<file path="config.mk">
export PLATFORM = sky130hd
export DESIGN_NAME = fsp_ctrl
export DESIGN_NICKNAME = d
export VERILOG_FILES = /design/src/core/fsp_cycle.v /design/src/core/fsp_ctrl.v
export VERILOG_INCLUDE_DIRS = /design/src /design/src/core
export SDC_FILE = /design/constraint.sdc
export NUM_CORES = 1
export LEC_CHECK = 0
export BUFFER_PORTS_ARGS = -buffer_cell sky130_fd_sc_hd__buf_2
export CAP_MARGIN = 20
export CORE_MARGIN = 4
export CORE_UTILIZATION = 63
export CTS_BUF_LIST = sky130_fd_sc_hd__clkbuf_4 sky130_fd_sc_hd__clkbuf_8
export DETAILED_ROUTE_END_ITERATION = 8
export GPL_TIMING_DRIVEN = 0
export MAX_ROUTING_LAYER = met4
export PLACE_DENSITY = 0.87
export SLEW_MARGIN = 20
export SYNTH_ARGS = -nofsm -noshare
export SYNTH_HDL_FRONTEND = slang
export SYNTH_HIERARCHICAL = 1
export SYNTH_SLANG_ARGS = --single-unit
</file>
<file path="constraint.sdc">
create_clock -name aclk -period 5.36 [get_ports aclk]
set_input_delay 1.608 -clock aclk [delete_from_list [all_inputs] [get_ports aclk]]
set_output_delay 1.608 -clock aclk [all_outputs]
set_load 0.01 [all_outputs]
</file>
<file path="src/core/fsp_defs.vh">
`ifndef FSP_DEFS_VH
`define FSP_DEFS_VH

// clock and flash pin timing
`define FSP_CLK_NS 20
`define FSP_T_ACC_NS 70
`define FSP_T_WP_NS 35
`define FSP_T_GAP_NS 30
`define FSP_ACC_CYC ((`FSP_T_ACC_NS + `FSP_CLK_NS - 1) / `FSP_CLK_NS)
`define FSP_WP_CYC ((`FSP_T_WP_NS + `FSP_CLK_NS - 1) / `FSP_CLK_NS)
`define FSP_GAP_CYC ((`FSP_T_GAP_NS + `FSP_CLK_NS - 1) / `FSP_CLK_NS)
`define FSP_SYNC_CYC 2

// register offsets (byte addresses)
`define FSP_REG_CTRL 8'h00
`define FSP_REG_POLL_ADDR 8'h04
`define FSP_REG_EXPECT 8'h08
`define FSP_REG_STATUS 8'h0C

// control register fields
`define FSP_CTRL_START 0
`define FSP_CTRL_MODE 1
`define FSP_CTRL_ABORT_RST 2
`define FSP_CTRL_READ_RST 3

// host status register fields
`define FSP_ST_BUSY 0
`define FSP_ST_DONE 1
`define FSP_ST_RES_LO 2
`define FSP_ST_RES_HI 3
`define FSP_ST_LAST_LO 8
`define FSP_ST_LAST_HI 15

// result codes
`define FSP_RES_NONE 2'h0
`define FSP_RES_PASS 2'h1
`define FSP_RES_FAIL 2'h2
`define FSP_RES_ABORT 2'h3

// reset values
`define FSP_POLL_ADDR_RST 32'h0000_0000
`define FSP_EXPECT_RST 8'h00

// flash status byte positions
`define FSP_POLL_BIT 7
`define FSP_TOGGLE_BIT 6
`define FSP_FAIL_BIT 5
`define FSP_WINDOW_BIT 3
`define FSP_ABORT_BIT 1

// flash command sequence
`define FSP_UNLOCK_ADDR1 32'h0000_0555
`define FSP_UNLOCK_ADDR2 32'h0000_02AA
`define FSP_UNLOCK_DATA1 16'h00AA
`define FSP_UNLOCK_DATA2 16'h0055
`define FSP_RESET_DATA 16'h00F0

`endif

</file>
<file path="src/core/fsp_cycle.v">
`timescale 1ns/100ps
`default_nettype none
`include "fsp_defs.vh"

module fsp_cycle #(
  parameter ADDR_W = 23,
  parameter DQ_W = 16
) (
  // clock and reset
  input wire aclk,
  input wire aresetn,
  // request from the sequencer
  input wire start,
  input wire wr,
  input wire [ADDR_W-1:0] addr,
  input wire [DQ_W-1:0] wdata,
  output reg done,
  output reg [DQ_W-1:0] rdata,
  // flash pins
  output reg flash_ce_n,
  output reg flash_oe_n,
  output reg flash_we_n,
  output reg [ADDR_W-1:0] flash_addr,
  output reg [DQ_W-1:0] flash_dq_out,
  output reg flash_dq_oe,
  input wire [DQ_W-1:0] flash_dq_in
);

  localparam [1:0] C_IDLE = 2'h0;
  localparam [1:0] C_ACT = 2'h1;
  localparam [1:0] C_HOLD = 2'h2;
  localparam integer RD_CYC = `FSP_ACC_CYC + `FSP_SYNC_CYC - 1;
  localparam integer WP_CYC = `FSP_WP_CYC - 1;
  localparam integer GAP_CYC = `FSP_GAP_CYC - 1;
  localparam [7:0] RD_CNT = RD_CYC[7:0];
  localparam [7:0] WP_CNT = WP_CYC[7:0];
  localparam [7:0] GAP_CNT = GAP_CYC[7:0];

  reg [1:0] state;
  reg [7:0] cnt;
  reg [DQ_W-1:0] dq_s1;
  reg [DQ_W-1:0] dq_s2;

  always @(posedge aclk) begin
    dq_s1 <= flash_dq_in;
    dq_s2 <= dq_s1;
  end

  always @(posedge aclk) begin
    if (!aresetn) begin
      state <= C_IDLE;
      cnt <= 8'h00;
      done <= 1'b0;
      rdata <= {DQ_W{1'b0}};
      flash_ce_n <= 1'b1;
      flash_oe_n <= 1'b1;
      flash_we_n <= 1'b1;
      flash_addr <= {ADDR_W{1'b0}};
      flash_dq_out <= {DQ_W{1'b0}};
      flash_dq_oe <= 1'b0;
    end else begin
      done <= 1'b0;
      case (state)
        C_IDLE: begin
          if (start) begin
            flash_addr <= addr;
            flash_ce_n <= 1'b0;
            if (wr) begin
              flash_we_n <= 1'b0;
              flash_dq_out <= wdata;
              flash_dq_oe <= 1'b1;
              cnt <= WP_CNT;
            end else begin
              // read cycle: chip and output enable low, write enable high
              flash_oe_n <= 1'b0;
              cnt <= RD_CNT;
            end
            state <= C_ACT;
          end
        end
        C_ACT: begin
          if (cnt == 8'h00) begin
            if (flash_we_n) begin
              rdata <= dq_s2;
            end
            flash_oe_n <= 1'b1;
            flash_we_n <= 1'b1;
            flash_ce_n <= 1'b1;
            cnt <= GAP_CNT;
            state <= C_HOLD;
          end else begin
            cnt <= cnt - 8'h01;
          end
        end
        C_HOLD: begin
          if (cnt == 8'h00) begin
            flash_dq_oe <= 1'b0;
            done <= 1'b1;
            state <= C_IDLE;
          end else begin
            cnt <= cnt - 8'h01;
          end
        end
        default: begin
          state <= C_IDLE;
        end
      endcase
    end
  end

endmodule
`default_nettype wire

</file>
<file path="src/core/fsp_ctrl.v">
// The AXI4-Lite register port and the register offsets are this design's own decisions.
`timescale 1ns/100ps
`default_nettype none
`include "fsp_defs.vh"

module fsp_ctrl #(
  parameter ADDR_W = 23,
  parameter DQ_W = 16
) (
  // clock and reset
  input wire aclk,
  input wire aresetn,
  // axi4-lite write address and data
  input wire [7:0] s_axi_awaddr,
  input wire s_axi_awvalid,
  output reg s_axi_awready,
  input wire [31:0] s_axi_wdata,
  input wire [3:0] s_axi_wstrb,
  input wire s_axi_wvalid,
  output reg s_axi_wready,
  // axi4-lite write response
  output reg [1:0] s_axi_bresp,
  output reg s_axi_bvalid,
  input wire s_axi_bready,
  // axi4-lite read
  input wire [7:0] s_axi_araddr,
  input wire s_axi_arvalid,
  output reg s_axi_arready,
  output reg [31:0] s_axi_rdata,
  output reg [1:0] s_axi_rresp,
  output reg s_axi_rvalid,
  input wire s_axi_rready,
  // flash pins
  output wire flash_ce_n,
  output wire flash_oe_n,
  output wire flash_we_n,
  output wire [ADDR_W-1:0] flash_addr,
  output wire [DQ_W-1:0] flash_dq_out,
  output wire flash_dq_oe,
  input wire [DQ_W-1:0] flash_dq_in
);

  localparam [2:0] S_IDLE = 3'h0;
  localparam [2:0] S_READ = 3'h1;
  localparam [2:0] S_WAIT_RD = 3'h2;
  localparam [2:0] S_WRITE = 3'h3;
  localparam [2:0] S_WAIT_WR = 3'h4;
  localparam [1:0] SEQ_LAST = 2'h2;

  reg [2:0] state;
  reg mode;
  reg [31:0] poll_addr;
  reg [7:0] expect_byte;
  reg done;
  reg [1:0] result;
  reg [7:0] last_byte;
  reg [7:0] prev_byte;
  reg have_prev;
  reg recheck;
  reg [1:0] seq_idx;
  reg cyc_start;
  reg cyc_wr;
  reg [ADDR_W-1:0] cyc_addr;
  reg [DQ_W-1:0] cyc_wdata;
  wire cyc_done;
  wire [DQ_W-1:0] cyc_rdata;
  wire [7:0] rd_byte;
  wire [31:0] wmask;
  wire wr_go;
  wire busy;
  reg [31:0] seq_addr;
  reg [15:0] seq_data;

  // status sits on the low data byte
  assign rd_byte = cyc_rdata[7:0];
  assign busy = (state != S_IDLE);
  assign wr_go = s_axi_awready & s_axi_awvalid & s_axi_wready & s_axi_wvalid;
  assign wmask = {{8{s_axi_wstrb[3]}}, {8{s_axi_wstrb[2]}},
                  {8{s_axi_wstrb[1]}}, {8{s_axi_wstrb[0]}}};

  // unlock cycles then the reset code; plain reset uses the last step only
  always @* begin
    case (seq_idx)
      2'h0: begin
        seq_addr = `FSP_UNLOCK_ADDR1;
        seq_data = `FSP_UNLOCK_DATA1;
      end
      2'h1: begin
        seq_addr = `FSP_UNLOCK_ADDR2;
        seq_data = `FSP_UNLOCK_DATA2;
      end
      default: begin
        seq_addr = `FSP_UNLOCK_ADDR1;
        seq_data = `FSP_RESET_DATA;
      end
    endcase
  end

  // axi4-lite slave
  always @(posedge aclk) begin
    if (!aresetn) begin
      s_axi_awready <= 1'b0;
      s_axi_wready <= 1'b0;
      s_axi_bvalid <= 1'b0;
      s_axi_bresp <= 2'h0;
      s_axi_arready <= 1'b0;
      s_axi_rvalid <= 1'b0;
      s_axi_rresp <= 2'h0;
      s_axi_rdata <= 32'h0000_0000;
    end else begin
      s_axi_awready <= 1'b0;
      s_axi_wready <= 1'b0;
      if (s_axi_awvalid && s_axi_wvalid && !s_axi_awready && !s_axi_bvalid) begin
        s_axi_awready <= 1'b1;
        s_axi_wready <= 1'b1;
      end
      if (wr_go) begin
        s_axi_bvalid <= 1'b1;
        case (s_axi_awaddr)
          `FSP_REG_CTRL, `FSP_REG_POLL_ADDR, `FSP_REG_EXPECT: s_axi_bresp <= 2'h0;
          default: s_axi_bresp <= 2'h2;
        endcase
      end else if (s_axi_bready) begin
        s_axi_bvalid <= 1'b0;
      end
      s_axi_arready <= 1'b0;
      if (s_axi_arvalid && !s_axi_arready && !s_axi_rvalid) begin
        s_axi_arready <= 1'b1;
      end
      if (s_axi_arready && s_axi_arvalid) begin
        s_axi_rvalid <= 1'b1;
        s_axi_rresp <= 2'h0;
        s_axi_rdata <= 32'h0000_0000;
        case (s_axi_araddr)
          `FSP_REG_CTRL: s_axi_rdata[`FSP_CTRL_MODE] <= mode;
          `FSP_REG_POLL_ADDR: s_axi_rdata <= poll_addr;
          `FSP_REG_EXPECT: s_axi_rdata[7:0] <= expect_byte;
          `FSP_REG_STATUS: begin
            s_axi_rdata[`FSP_ST_BUSY] <= busy;
            s_axi_rdata[`FSP_ST_DONE] <= done;
            s_axi_rdata[`FSP_ST_RES_HI:`FSP_ST_RES_LO] <= result;
            s_axi_rdata[`FSP_ST_LAST_HI:`FSP_ST_LAST_LO] <= last_byte;
          end
          default: s_axi_rresp <= 2'h2;
        endcase
      end else if (s_axi_rready) begin
        s_axi_rvalid <= 1'b0;
      end
    end
  end

  // polling sequencer
  always @(posedge aclk) begin
    if (!aresetn) begin
      state <= S_IDLE;
      mode <= 1'b0;
      poll_addr <= `FSP_POLL_ADDR_RST;
      expect_byte <= `FSP_EXPECT_RST;
      done <= 1'b0;
      result <= `FSP_RES_NONE;
      last_byte <= 8'h00;
      prev_byte <= 8'h00;
      have_prev <= 1'b0;
      recheck <= 1'b0;
      seq_idx <= 2'h0;
      cyc_start <= 1'b0;
      cyc_wr <= 1'b0;
      cyc_addr <= {ADDR_W{1'b0}};
      cyc_wdata <= {DQ_W{1'b0}};
    end else begin
      cyc_start <= 1'b0;
      if (wr_go && s_axi_awaddr == `FSP_REG_POLL_ADDR) begin
        poll_addr <= (poll_addr & ~wmask) | (s_axi_wdata & wmask);
      end
      if (wr_go && s_axi_awaddr == `FSP_REG_EXPECT && s_axi_wstrb[0]) begin
        expect_byte <= s_axi_wdata[7:0];
      end
      case (state)
        S_IDLE: begin
          if (wr_go && s_axi_awaddr == `FSP_REG_CTRL && s_axi_wstrb[0]) begin
            mode <= s_axi_wdata[`FSP_CTRL_MODE];
            have_prev <= 1'b0;
            recheck <= 1'b0;
            if (s_axi_wdata[`FSP_CTRL_ABORT_RST]) begin
              seq_idx <= 2'h0;
              state <= S_WRITE;
              done <= 1'b0;
            end else if (s_axi_wdata[`FSP_CTRL_READ_RST]) begin
              seq_idx <= SEQ_LAST;
              state <= S_WRITE;
              done <= 1'b0;
            end else if (s_axi_wdata[`FSP_CTRL_START]) begin
              result <= `FSP_RES_NONE;
              state <= S_READ;
              done <= 1'b0;
            end
          end
        end
        S_READ: begin
          // software supplies the programmed address or one in an erasing block
          cyc_addr <= poll_addr[ADDR_W-1:0];
          cyc_wr <= 1'b0;
          cyc_start <= 1'b1;
          state <= S_WAIT_RD;
        end
        S_WAIT_RD: begin
          if (cyc_done) begin
            last_byte <= rd_byte;
            prev_byte <= rd_byte;
            state <= S_READ;
            if (!mode) begin
              // polling bit compared with the true bit of the written data
              if (rd_byte[`FSP_POLL_BIT] == expect_byte[`FSP_POLL_BIT]) begin
                result <= `FSP_RES_PASS;
                done <= 1'b1;
                state <= S_IDLE;
              end else if (recheck) begin
                // only failure and abort flags judged, other bits ignored
                if (rd_byte[`FSP_ABORT_BIT] && !rd_byte[`FSP_FAIL_BIT]) begin
                  result <= `FSP_RES_ABORT;
                  seq_idx <= 2'h0;
                end else begin
                  result <= `FSP_RES_FAIL;
                  seq_idx <= SEQ_LAST;
                end
                state <= S_WRITE;
              end else if (rd_byte[`FSP_FAIL_BIT] || rd_byte[`FSP_ABORT_BIT]) begin
                recheck <= 1'b1;
              end
            end else if (!have_prev) begin
              have_prev <= 1'b1;
            end else if (rd_byte[`FSP_TOGGLE_BIT] == prev_byte[`FSP_TOGGLE_BIT]) begin
              result <= `FSP_RES_PASS;
              done <= 1'b1;
              state <= S_IDLE;
            end else if (recheck) begin
              if (rd_byte[`FSP_ABORT_BIT] && !rd_byte[`FSP_FAIL_BIT]) begin
                result <= `FSP_RES_ABORT;
                seq_idx <= 2'h0;
              end else begin
                result <= `FSP_RES_FAIL;
                seq_idx <= SEQ_LAST;
              end
              state <= S_WRITE;
            end else if (rd_byte[`FSP_FAIL_BIT] || rd_byte[`FSP_ABORT_BIT]) begin
              // two fresh reads decide whether it is still toggling
              recheck <= 1'b1;
              have_prev <= 1'b0;
            end
          end
        end
        S_WRITE: begin
          cyc_addr <= seq_addr[ADDR_W-1:0];
          cyc_wdata <= seq_data;
          cyc_wr <= 1'b1;
          cyc_start <= 1'b1;
          state <= S_WAIT_WR;
        end
        S_WAIT_WR: begin
          if (cyc_done) begin
            if (seq_idx == SEQ_LAST) begin
              done <= 1'b1;
              state <= S_IDLE;
            end else begin
              seq_idx <= seq_idx + 2'h1;
              state <= S_WRITE;
            end
          end
        end
        default: begin
          state <= S_IDLE;
        end
      endcase
    end
  end

  fsp_cycle #(
    .ADDR_W(ADDR_W),
    .DQ_W(DQ_W)
  ) u_cycle (
    .aclk(aclk),
    .aresetn(aresetn),
    .start(cyc_start),
    .wr(cyc_wr),
    .addr(cyc_addr),
    .wdata(cyc_wdata),
    .done(cyc_done),
    .rdata(cyc_rdata),
    .flash_ce_n(flash_ce_n),
    .flash_oe_n(flash_oe_n),
    .flash_we_n(flash_we_n),
    .flash_addr(flash_addr),
    .flash_dq_out(flash_dq_out),
    .flash_dq_oe(flash_dq_oe),
    .flash_dq_in(flash_dq_in)
  );

endmodule
`default_nettype wire

</file>
==> reports/results.ini <==
[grt]
antenna_found_initial = 0
track_usage_pct = 30.3
grt_pass1_wl_um = 35800
grt-ovfl-total = 0
grt_pass1_vias = 7287
grt_max_degree = 16

[setup_path]
crit_chain = buf_4, buf_2
reg2reg_setup_slack_ps = 3220
cp-start-kind = flop
reg2regPathDepth = 8
critPathCapture = s_axi_wready
reg2reg_to = u_cycle/flash_dq_out[11]$_SDFFE_PN0P_
worstPathMaxFanout = 5
arrival_ps = 1150
cp_slowest_cell = dfxtp_1
rr_startpoint = u_cycle/state[1]$_SDFFE_PN0P_
critPathKind = flop to output pin
startpoint = s_axi_wready$_SDFF_PN0_
cp-end-kind = output pin
max_stage_delay_ps = 370
required_ps = 3750

[timing]
fmax_mhz = 363
setup_viol_count_final = 0
hold_viol = 0
fin_crit_ps = 2760
fin_setup_tns_ps = 0
period_share_pct = 51.4
finalMaxSlewViolations = 0
rsz0062_at_grt = no
fin_skew_ps = 20.1
hold_slack_ps = 325
worst_pin_slew_ps = 789
maxSlewHeadroom_pct = 46.9

[logic_synthesis]
avgSynthCellArea_um2 = 8.82
netlist_instances = 946
synth.cell_area_um2 = 8340
ys_warn_count = 6

[route]
vias = 7472
drt_iter0_markers = 671
ant_nets = 0
route.detailed.drc = 0
firstDrtPassIters = 5
wire_per_inst_um = 16.6
routed_wl_um = 22100
viasPerCell = 5.63

[clocking]
cts_tree = built
clockRootBuffer = clkbuf_8
cts_sinks = 204
cts-resized-gates = 0
clockBufferDepth = 3
clock_latency_ps = 560
clkTransAtPathRegs_ps = 60
cts_setup_buffers = 0
numCtsBuffers = 31
h-tree-depth = 1
ctsHoldBuffers = 0

[hold_path]
min_path_cells = 0
worstHoldPathType = flop to flop
hold_start = u_cycle/dq_s1[3]$_DFF_P_

[outcome]
status = finished, final reports clean

[pwr]
p_leak_nw = 4.07
pwr_density_cell_nw_per_um2 = 299
ir_drop_mv = 0.318

[placed_design]
place_congestion = 0.930
dpl.hpwl_um = 15900
port_buffers = 145

[floorplan]
die_h_um = 123
dieArea_um2 = 15100
core_um2 = 12800
die_x_um = 123
placement_rows = 41
initial_core_util_pct = 65.3
io_pins = 159

[finish]
nFillCells = 920
syn2layout_area_growth_pct = 19.7
antenna_cells = 0
nets = 1219
drive_above_1_share_pct = 21.0

[run]
cap_violations = 0

-- metrics by stage --
stage               setup WS, ps  power (mW)  utilization, %  std cells  instance area, um2
floorplan                   2530        1.62               -        955                8380
global placement            2120        1.67            72.9       1272                9320
detailed placement          2110        1.67            72.9       1272                9320
CTS                         2590        3.00            78.2       1326                9990
global route                2530        3.09            78.2       1326                9990
finish                      2600        2.99            78.2       1326                9990
-- placed cells by master (no fill, tap or decap), types with 9 or more instances in the layout --
cell type / n
a21boi_0: 68
a21oi_1: 28
a22oi_1: 24
and2_1: 15
buf_2: 157
clkbuf_1: 41
clkbuf_4: 12
clkbuf_8: 39
conb_1: 10
dfxtp_1: 204
ha_1: 11
inv_1: 9
mux2i_1: 23
nand2_1: 186
nand3_1: 56
nor2_1: 40
nor2b_1: 41
nor3_1: 10
o21ai_0: 74
-- routing by layer --
metal / part of all wire [%] / track usage, % / vias up
met5: 0 / - / -
met4: 3.2 / 9.76 / 0
met3: 7.9 / 5.12 / 62
met2: 48 / 49.2 / 322
met1: 41 / 38.9 / 3489
li1: - / - / 3599
-- worst max-delay path: cells and delay by family, from the launching register on --
kind,cells,cell delay (ps)
flops,1,370
buf+inv,2,230
-- report_power, final --
group	internal [mW]	switching, mW	leakage, nW	total (mW)
Combinational	0.0460	0.0670	2.07	0.113
Sequential	1.53	0.00344	1.65	1.53
Clock	0.779	0.566	0.354	1.35
Total	2.35	0.637	4.07	2.99
-- how the worst min path moves through the flow --
stage	end	slack, ps
6_report	u_cycle/dq_s2[3]$_DFF_P_	320
3_3_place_gp	u_cycle/dq_s2[1]$_DFF_P_	310
3_5_place_dp	u_cycle/dq_s2[4]$_DFF_P_	310
4_1_cts	u_cycle/dq_s2[4]$_DFF_P_	330
5_1_grt	u_cycle/dq_s2[0]$_DFF_P_	330
2_1_floorplan	u_cycle/dq_s2[0]$_DFF_P_	310
-- area by class of cell --
class / instances / area [um2] / area share, %
well taps: 172 / 215 / 2.16
clock inverters: 3 / 42.5 / 0.426
plain buffers: 68 / 332 / 3.32
flip-flops and latches: 204 / 4080 / 40.9
inverters: 10 / 37.5 / 0.376
repair buffers: 145 / 726 / 7.27
multi-input cells: 673 / 3920 / 39.3
clock buffers: 51 / 627 / 6.28
No activity file was read; power rests on OpenSTA's default activity.
